===== config.mk =====
export PLATFORM = sky130hd
export DESIGN_NAME = instruction_cycle_timing
export DESIGN_NICKNAME = d
export VERILOG_FILES = /design/src/instruction_cycle_timing.v
export VERILOG_INCLUDE_DIRS = /design/src
export SDC_FILE = /design/constraint.sdc
export NUM_CORES = 1
export LEC_CHECK = 0
export BUFFER_PORTS_ARGS = -buffer_cell sky130_fd_sc_hd__buf_2
export CAP_MARGIN = 20
export CORE_MARGIN = 2
export CORE_UTILIZATION = 40
export DETAILED_ROUTE_END_ITERATION = 16
export PLACE_DENSITY = 0.63
export SYNTH_ARGS = -nofsm -noshare
export SYNTH_HDL_FRONTEND = slang
export SYNTH_SLANG_ARGS = --single-unit

===== constraint.sdc =====
create_clock -name clk -period 4.46 [get_ports clk]
set_input_delay 0.669 -clock clk [delete_from_list [all_inputs] [get_ports clk]]
set_output_delay 0.669 -clock clk [all_outputs]
set_load 0.1 [all_outputs]

===== src/instr_timing_defs.vh =====
// Opcode lengths and cycle counts for the instruction timing decoder.
`ifndef INSTR_TIMING_DEFS_VH
`define INSTR_TIMING_DEFS_VH
// ------------------------------------------------------------------
// Instruction classes
// ------------------------------------------------------------------
`define CLS_W            5
`define CLS_UNKNOWN      5'h00
`define CLS_MOV_IND_DIR  5'h01
`define CLS_MOV_IND_IMM  5'h02
`define CLS_LOAD_POINTER 5'h03
`define CLS_CODE_LOAD    5'h04
`define CLS_XDATA_8      5'h05
`define CLS_XDATA_16     5'h06
`define CLS_PUSH_POP     5'h07
`define CLS_SWAP_BANK    5'h08
`define CLS_SWAP_DIR     5'h09
`define CLS_SWAP_IND     5'h0A
`define CLS_NIBBLE_XCHG  5'h0B
`define CLS_BIT_AND      5'h0C
`define CLS_BIT_OR       5'h0D
`define CLS_BIT_MOVE     5'h0E
`define CLS_JMP_CARRY    5'h0F
`define CLS_JMP_BIT      5'h10
`define CLS_TEST_CLEAR   5'h11
`define CLS_JMP_INDIRECT 5'h12
`define CLS_SHORT_JMP    5'h13
`define CLS_JMP_ACC      5'h14
`define CLS_CMP_BRANCH   5'h15
`define CLS_ABS_BRANCH   5'h16
`define CLS_LONG_BRANCH  5'h17
`define CLS_RETURN       5'h18
// ------------------------------------------------------------------
// Lengths in bytes and cycle counts
// ------------------------------------------------------------------
`define LEN_ONE          2'h1
`define LEN_TWO          2'h2
`define LEN_THREE        2'h3
`define CYC_ONE          3'h1
`define CYC_TWO          3'h2
`define CYC_THREE        3'h3
`define CYC_FOUR         3'h4
`define CYC_FIVE         3'h5
`endif


===== src/instruction_cycle_timing.v =====
// Instruction length and cycle timing decoder for the 8-bit core.
// What this block does
// - Direct or immediate move to indirect RAM: two bytes, two cycles.
// - Load data pointer with 16-bit constant: three bytes, three cycles.
// - Code byte load relative to data pointer or PC: one byte, three cycles.
// - External data move with 8-bit indirect address: one byte, three cycles.
// - External data move with data pointer address: one byte, three cycles.
// - Push and pop of a direct byte: two bytes, two cycles.
// - Swap accumulator with bank register: one byte, one cycle.
// - Low nibble exchange swaps bits 3:0 only; exchange timings as listed.
// - AND direct bit or its inverse into carry: two bytes, two cycles.
// - OR direct bit or its inverse into carry: two bytes, two cycles.
// - Move bit to carry or carry to bit: two bytes, two cycles.
// - Jump on carry set or clear: two bytes, two or three cycles.
// - Jump on direct bit set or clear: three bytes, three or four cycles.
// - Test-and-clear branch jumps on set bit and clears it; 3 bytes, 3/4.
// - Indirect jump via accumulator plus data pointer: one byte, three.
// - Short relative jump: two bytes, three cycles.
// - Jump on accumulator zero or nonzero: two bytes, two or three cycles.
// - Compare direct byte with accumulator, branch if unequal; 3 bytes, 3/4.
`timescale 1ns/1ns
`default_nettype none
`include "instr_timing_defs.vh"

module instruction_cycle_timing (
    input  wire       clk,            // System clock, 125 MHz.
    input  wire       reset_n,        // Asynchronous reset, active low.
    input  wire       op_valid,       // Opcode byte presented this cycle.
    input  wire [7:0] opcode,         // First byte of the instruction.
    input  wire [7:0] acc,            // Accumulator value.
    input  wire       carry,          // Carry flag.
    input  wire       bit_value,      // Value of the addressed direct bit.
    input  wire [7:0] direct_byte,    // Value of the direct operand byte.
    input  wire [7:0] ind_ram_byte,   // Byte addressed by indirect register.
    output reg        busy,           // Instruction in execution.
    output reg        done,           // Pulse in the last execution cycle.
    output reg  [4:0] instr_class,    // Decoded class of the instruction.
    output reg  [1:0] instr_len,      // Length in bytes.
    output reg  [2:0] instr_cycles,   // Cycle count including branch taken.
    output reg        branch_taken,   // Conditional branch is taken.
    output reg        bit_clear,      // Clear the addressed direct bit.
    output reg  [7:0] nibble_acc,     // Accumulator after nibble exchange.
    output reg  [7:0] nibble_ram      // RAM byte after nibble exchange.
);

    // --------------------------------------------------------------
    // Decode of class, length and base cycle count
    // --------------------------------------------------------------
    // Decode results for the opcode on the pins this cycle.
    reg [4:0] cls_d;
    reg [1:0] len_d;
    reg [2:0] cyc_d;
    reg       cond_d;
    reg       is_cond;

    // Classify the opcode; unlisted opcodes decode as one byte, one cycle.
    // Exact opcode matches other than long branch and return come before the
    // low-nibble test for absolute branches; those four opcodes end in two, so no listed opcode can be shadowed by that wide match.
    always @* begin
        cls_d = `CLS_UNKNOWN;
        len_d = `LEN_ONE;
        cyc_d = `CYC_ONE;
        if (opcode == 8'hA6 || opcode == 8'hA7) begin
            // Direct operand byte follows; bit 0 picks the pointer register.
            cls_d = `CLS_MOV_IND_DIR;
            len_d = `LEN_TWO;
            cyc_d = `CYC_TWO;
        end else if (opcode == 8'h76 || opcode == 8'h77) begin
            // Immediate byte follows; bit 0 picks the pointer register.
            cls_d = `CLS_MOV_IND_IMM;
            len_d = `LEN_TWO;
            cyc_d = `CYC_TWO;
        end else if (opcode == 8'h90) begin
            // Opcode plus a two-byte constant for the data pointer.
            cls_d = `CLS_LOAD_POINTER;
            len_d = `LEN_THREE;
            cyc_d = `CYC_THREE;
        end else if (opcode == 8'h93 || opcode == 8'h83) begin
            // Table read from code memory; the base is pointer or counter.
            cls_d = `CLS_CODE_LOAD;
            cyc_d = `CYC_THREE;
        end else if (opcode[7:1] == 7'h71 || opcode[7:1] == 7'h79) begin
            // Eight-bit external address from a pointer register, both ways.
            cls_d = `CLS_XDATA_8;
            cyc_d = `CYC_THREE;
        end else if (opcode == 8'hE0 || opcode == 8'hF0) begin
            // Full sixteen-bit external address from the data pointer.
            cls_d = `CLS_XDATA_16;
            cyc_d = `CYC_THREE;
        end else if (opcode == 8'hC0 || opcode == 8'hD0) begin
            // Stack transfer of one direct byte in either direction.
            cls_d = `CLS_PUSH_POP;
            len_d = `LEN_TWO;
            cyc_d = `CYC_TWO;
        end else if (opcode[7:3] == 5'h19) begin
            // Bank register swap, finished within its own cycle.
            cls_d = `CLS_SWAP_BANK;
            cyc_d = `CYC_ONE;
        end else if (opcode == 8'hC5) begin
            // Full swap with a direct byte, which needs an address byte.
            cls_d = `CLS_SWAP_DIR;
            len_d = `LEN_TWO;
            cyc_d = `CYC_TWO;
        end else if (opcode[7:1] == 7'h63) begin
            // Full swap with the byte that a pointer register addresses.
            cls_d = `CLS_SWAP_IND;
            cyc_d = `CYC_TWO;
        end else if (opcode[7:1] == 7'h6B) begin
            // Only the low nibbles trade places; the results follow below.
            cls_d = `CLS_NIBBLE_XCHG;
            cyc_d = `CYC_TWO;
        end else if (opcode == 8'h82 || opcode == 8'hB0) begin
            // Both senses of the bit AND into carry share one timing.
            cls_d = `CLS_BIT_AND;
            len_d = `LEN_TWO;
            cyc_d = `CYC_TWO;
        end else if (opcode == 8'h72 || opcode == 8'hA0) begin
            // Both senses of the bit OR into carry share one timing.
            cls_d = `CLS_BIT_OR;
            len_d = `LEN_TWO;
            cyc_d = `CYC_TWO;
        end else if (opcode == 8'hA2 || opcode == 8'h92) begin
            // Bit copy in either direction between carry and a direct bit.
            cls_d = `CLS_BIT_MOVE;
            len_d = `LEN_TWO;
            cyc_d = `CYC_TWO;
        end else if (opcode == 8'h40 || opcode == 8'h50) begin
            // Base count only; a taken jump adds its cycle further down.
            cls_d = `CLS_JMP_CARRY;
            len_d = `LEN_TWO;
            cyc_d = `CYC_TWO;
        end else if (opcode == 8'h20 || opcode == 8'h30) begin
            // Bit address and offset byte follow the opcode.
            cls_d = `CLS_JMP_BIT;
            len_d = `LEN_THREE;
            cyc_d = `CYC_THREE;
        end else if (opcode == 8'h10) begin
            // Like the bit jump, but a taken branch also clears the bit.
            cls_d = `CLS_TEST_CLEAR;
            len_d = `LEN_THREE;
            cyc_d = `CYC_THREE;
        end else if (opcode == 8'h73) begin
            // Computed jump; the target needs no operand bytes.
            cls_d = `CLS_JMP_INDIRECT;
            cyc_d = `CYC_THREE;
        end else if (opcode == 8'h80) begin
            // Unconditional, so the count never grows.
            cls_d = `CLS_SHORT_JMP;
            len_d = `LEN_TWO;
            cyc_d = `CYC_THREE;
        end else if (opcode == 8'h60 || opcode == 8'h70) begin
            // Accumulator test needs no operand, only the offset byte.
            cls_d = `CLS_JMP_ACC;
            len_d = `LEN_TWO;
            cyc_d = `CYC_TWO;
        end else if (opcode == 8'hB5) begin
            // Direct address and offset byte follow the opcode.
            cls_d = `CLS_CMP_BRANCH;
            len_d = `LEN_THREE;
            cyc_d = `CYC_THREE;
        end else if (opcode[3:0] == 4'h1) begin
            // Any opcode with low nibble one; must stay below exact matches.
            cls_d = `CLS_ABS_BRANCH;
            len_d = `LEN_TWO;
            cyc_d = `CYC_THREE;
        end else if (opcode == 8'h12 || opcode == 8'h02) begin
            // Long call and long jump carry a full sixteen-bit target.
            cls_d = `CLS_LONG_BRANCH;
            len_d = `LEN_THREE;
            cyc_d = `CYC_FOUR;
        end else if (opcode == 8'h22 || opcode == 8'h32) begin
            // Subroutine and interrupt returns share the longest count.
            cls_d = `CLS_RETURN;
            cyc_d = `CYC_FIVE;
        end
    end

    // --------------------------------------------------------------
    // Branch conditions
    // --------------------------------------------------------------
    // Opcode bit 4 selects the inverted sense within each pair.
    // Classes that do not branch keep the condition low, adding no cycle.
    always @* begin
        is_cond = 1'b1;
        cond_d  = 1'b0;
        case (cls_d)
            `CLS_JMP_CARRY:  cond_d = opcode[4] ? ~carry : carry;
            `CLS_JMP_BIT:    cond_d = opcode[4] ? ~bit_value
                                                : bit_value;
            `CLS_TEST_CLEAR: cond_d = bit_value;
            `CLS_JMP_ACC:    cond_d = opcode[4] ? (acc != 8'h00)
                                                : (acc == 8'h00);
            `CLS_CMP_BRANCH: cond_d = (direct_byte != acc);
            default:         is_cond = 1'b0;
        endcase
    end

    // --------------------------------------------------------------
    // Total cycle count
    // --------------------------------------------------------------
    reg       taken_d;
    reg [2:0] total_d;
    reg       single_d;
    reg       clear_d;

    // A taken conditional branch costs one cycle over its base count. The
    // largest count is five, so three bits hold every total.
    always @* begin
        taken_d  = is_cond & cond_d;
        total_d  = cyc_d;
        if (taken_d) begin
            total_d = cyc_d + `CYC_ONE;
        end
        single_d = (total_d == `CYC_ONE);
        clear_d  = (cls_d == `CLS_TEST_CLEAR) & bit_value;
    end

    // --------------------------------------------------------------
    // Low nibble exchange
    // --------------------------------------------------------------
    reg [7:0] swap_acc_d;
    reg [7:0] swap_ram_d;

    // Only the low four bits trade places; both high nibbles stay put.
    always @* begin
        swap_acc_d = {acc[7:4], ind_ram_byte[3:0]};
        swap_ram_d = {ind_ram_byte[7:4], acc[3:0]};
    end

    // --------------------------------------------------------------
    // Execution sequencer
    // --------------------------------------------------------------
    // Two states suffice; the count register carries the progress.
    localparam IDLE = 1'b0;
    localparam EXEC = 1'b1;

    reg       state_q;
    reg [2:0] count_q;

    // Taken conditional branches cost one extra cycle over the base count.
    // A new opcode is only accepted while idle, so overlaps cannot corrupt
    // the running count.
    // An offer made while busy is dropped without notice.
    always @(posedge clk or negedge reset_n) begin
        if (!reset_n) begin
            // Every output reads zero until an instruction is taken.
            state_q      <= IDLE;
            count_q      <= 3'h0;
            busy         <= 1'b0;
            done         <= 1'b0;
            instr_class  <= `CLS_UNKNOWN;
            instr_len    <= 2'h0;
            instr_cycles <= 3'h0;
            branch_taken <= 1'b0;
            bit_clear    <= 1'b0;
            nibble_acc   <= 8'h00;
            nibble_ram   <= 8'h00;
        end else begin
            done      <= 1'b0;
            bit_clear <= 1'b0;
            case (state_q)
                IDLE: begin
                    // Latch the decode of an offered opcode, start its count.
                    if (op_valid) begin
                        instr_class  <= cls_d;
                        instr_len    <= len_d;
                        branch_taken <= taken_d;
                        instr_cycles <= total_d;
                        // Clear happens only when the branch is taken.
                        bit_clear    <= clear_d;
                        // The results stand until the next exchange.
                        if (cls_d == `CLS_NIBBLE_XCHG) begin
                            nibble_acc <= swap_acc_d;
                            nibble_ram <= swap_ram_d;
                        end
                        // A one-cycle instruction never leaves idle.
                        if (single_d) begin
                            done <= 1'b1;
                        end else begin
                            // The last cycle is the one that finds zero.
                            state_q <= EXEC;
                            busy    <= 1'b1;
                            count_q <= total_d - `CYC_TWO;
                        end
                    end
                end
                default: begin
                    // Count down; the edge that finds zero ends the
                    // instruction and frees the decoder for a new one.
                    if (count_q == 3'h0) begin
                        state_q <= IDLE;
                        busy    <= 1'b0;
                        done    <= 1'b1;
                    end else begin
                        count_q <= count_q - 3'h1;
                    end
                end
            endcase
        end
    end

endmodule // instruction_cycle_timing
`default_nettype wire


==> impl_metrics.toml <==
[critical_path]
crit_required_ps = 4620
worstPathMaxFanout = 23
setup.worst_path.end_class = "flip-flop"
max_stage_delay_ps = 580
rrSetupSlack_ps = 2170
path_class = "in -> reg"
critPathArrivalTime_ps = 3920
reg2regPathDepth = 4
critPathCapture = "count_q[0]"
worstPathCellList = "buf_2 -> and3b_1 -> o31ai_1 -> nor4b_1 -> nand4_1 -> ha_1 -> or4_1 -> nor4_1 -> a211oi_1 -> o221ai_1 -> nor2_1"
startpoint = "opcode[7]"
slowest_stage = "or4_1"
r2r-start = "state_q"
worstSetupStartpointType = "primary input"
r2r_end = "nibble_acc[5]"

[hold_path]
hold_path_class = "in -> async"

[clock_tree]
clockBufferDepth = 2
cts_resized = 0
h-tree-depth = 2
cts_buffers = 5
cts.sinks = 34
clk_pin_slew_ps = 70
cts_setup_buffers = 0
clk_latency_ps = 290
clockRootBuffer = "clkbuf_8"
tritoncts = "yes"
ctsHoldBuffers = 0

[yosys]
synthFlopType = "dfrtp_1"
synthCells = 284
synthesis.nets = 324
ys_seq_area_frac = 0.326
ys_ff_latch = 34
netlist_area_um2 = 2610
synth_edf_count = 0
yosysTopAreaCellShare = 0.326
yosys_warnings = 0
yosysMostFrequentCell = "dfrtp_1"
syn_area_per_cell_um2 = 9.19
synth.area.top_cells = "dfrtp_1, mux2_2, nand2_1"
synth_commonest_cells = "dfrtp_1, nand2_1, nor2_1, mux2_2, o21ai_0"
synth_area_leader_cell = "dfrtp_1"
ys_types = 70
synth-async-reset-ratio = 1.00

[timing]
timing_hold_violations_final = 0
max_freq_mhz = 266
drv_slew = 0
setup_tns_ps = 0
worst_pin_slew_ps = 759
max_slew_margin = 0.494
fin_crit_sh = 0.842
fin_crit_ps = 3760
rsz0062_at_grt = "false"
final.setup_skew_ps = 10.9
setup_violations = 0

[place]
io_buffers = 66
hpwl_mm = 4.64
place.gp.congestion = 0.846

[cells_and_area]
drive_above_1_share = 0.322
final_util = 0.484
layout.nets = 378
areaGrowthSynthToFinish_pct = 17.1
insertedDiodeCount = 0

[floorplanning]
die_x_um = 84.8
core_um2 = 6310
dieArea_um2 = 7190
chipHeight_um = 84.8
io_pins = 67
start_util = 0.414
rows = 29

[drt]
drt-initial-drc-count = 101
vias_per_cell = 5.67
drtPass1Iterations = 4
postRouteAntennaNets = 0
via_count = 2357
wire_per_inst_um = 14.7
drc = 0
wirelength_mm = 6.13

[outcome]
status = "complete, no violations"

[flow_run]
maxCapViolCount = 0

[grt]
grt_pass1_vias = 2088
grt.total_usage = 0.172
antenna_found_initial = 0
grt_overflow = 0
grt_max_degree = 35
grt_pass1_wl_mm = 10.1

[power_and_ir_drop]
power_density_nw_per_um2 = 371
leakage_nw = 1.44
ir_drop_mv = 0.203
## final cells by class
class / count / area (um^2)
flip-flops and latches: 34 / 851
repair buffers: 67 / 338
multi-input cells: 224 / 1610
inverters: 6 / 22.5
clock buffers: 5 / 68.8
well taps: 77 / 96.3
clock inverters: 3 / 68.8
fillers: 625 / 3260
## through the flow
stage / worst slack (ps) / hold slack (ps) / total power [mW] / cells / cell area, um^2
after floorplan: 951 / 373 / 0.714 / 284 / 2610
after global placement: 685 / 456 / 0.796 / 408 / 2920
after detailed placement: 467 / 461 / 0.799 / 408 / 2920
after CTS: 752 / 467 / 1.14 / 416 / 3060
after global routing: 503 / 497 / 1.20 / 416 / 3060
final: 703 / 447 / 1.13 / 416 / 3060
## where the power goes
group | switching (mW) | internal (mW) | total [mW] | leakage, nW
Clock | 0.117 | 0.224 | 0.341 | 0.0683
Combinational | 0.312 | 0.107 | 0.419 | 0.917
Sequential | 0.0268 | 0.346 | 0.373 | 0.453
Total | 0.455 | 0.677 | 1.13 | 1.44
## state kept, by name, indices dropped and copies added (netlist names)
register and count:
nibble_acc 8, nibble_ram 8, instr_class 5, count_q 3, instr_cycles 3, instr_len 2
bit_clear 1, branch_taken 1, busy 1, done 1, state_q 1
## how the worst min path moves through the flow
stage                      start       endpoint  slack [ps]  cells after the start
CTS                      reset_n  nibble_ram[4]         470                      1
finish                   reset_n  nibble_ram[4]         450                      1
detailed placement  branch_taken   branch_taken         460                      2
global placement    branch_taken   branch_taken         460                      2
global route        instr_len[0]   instr_len[0]         500                      2
floorplan                reset_n      bit_clear         370                      0
## critical path: cells and delay by family
kind                       cells  cell delay, ps
adders and majority gates      1             440
buffers and inverters          1             330
and+or+nand+nor                6            1660
AOI/OAI and AO/OA              3             810
## cells by family after synthesis
| kind of cell | count (synthesis) | share of synthesized area |
|---|---|---|
| AO/OA/AOI/OAI | 66 | 0.180 |
| XOR/XNOR | 11 | 0.0369 |
| adder cells (fa/ha/maj) | 3 | 0.0144 |
| buffers and inverters | 26 | 0.0570 |
| flip-flops | 34 | 0.326 |
| multiplexers | 18 | 0.0767 |
| AND/OR/NAND/NOR | 126 | 0.310 |
## metal layers
metal	share of wire	GRT usage
met5	0	0
met2	0.45	0.261
met1	0.46	0.244
met3	0.070	0.0354
met4	0.019	0.0620
## layout by cell type, fill, tap and decap left out, types with 3 or more instances in the layout
cell type / n
a211oi_1: 3
a21oi_1: 10
and2_1: 4
and3_1: 3
buf_2: 66
clkbuf_8: 5
dfrtp_1: 34
ha_1: 3
inv_1: 6
mux2_2: 14
nand2_1: 30
nand2b_1: 5
nand3_1: 8
nand4_1: 5
nand4b_1: 3
nor2_1: 16
nor2b_1: 5
nor3_1: 8
nor4_1: 5
nor4_2: 3
nor4b_1: 3
o211ai_1: 3
o21a_1: 5
o21ai_0: 13
o22ai_1: 4
o31ai_1: 3
xor2_1: 11
Note: power is estimated with default switching activity, not from simulation.
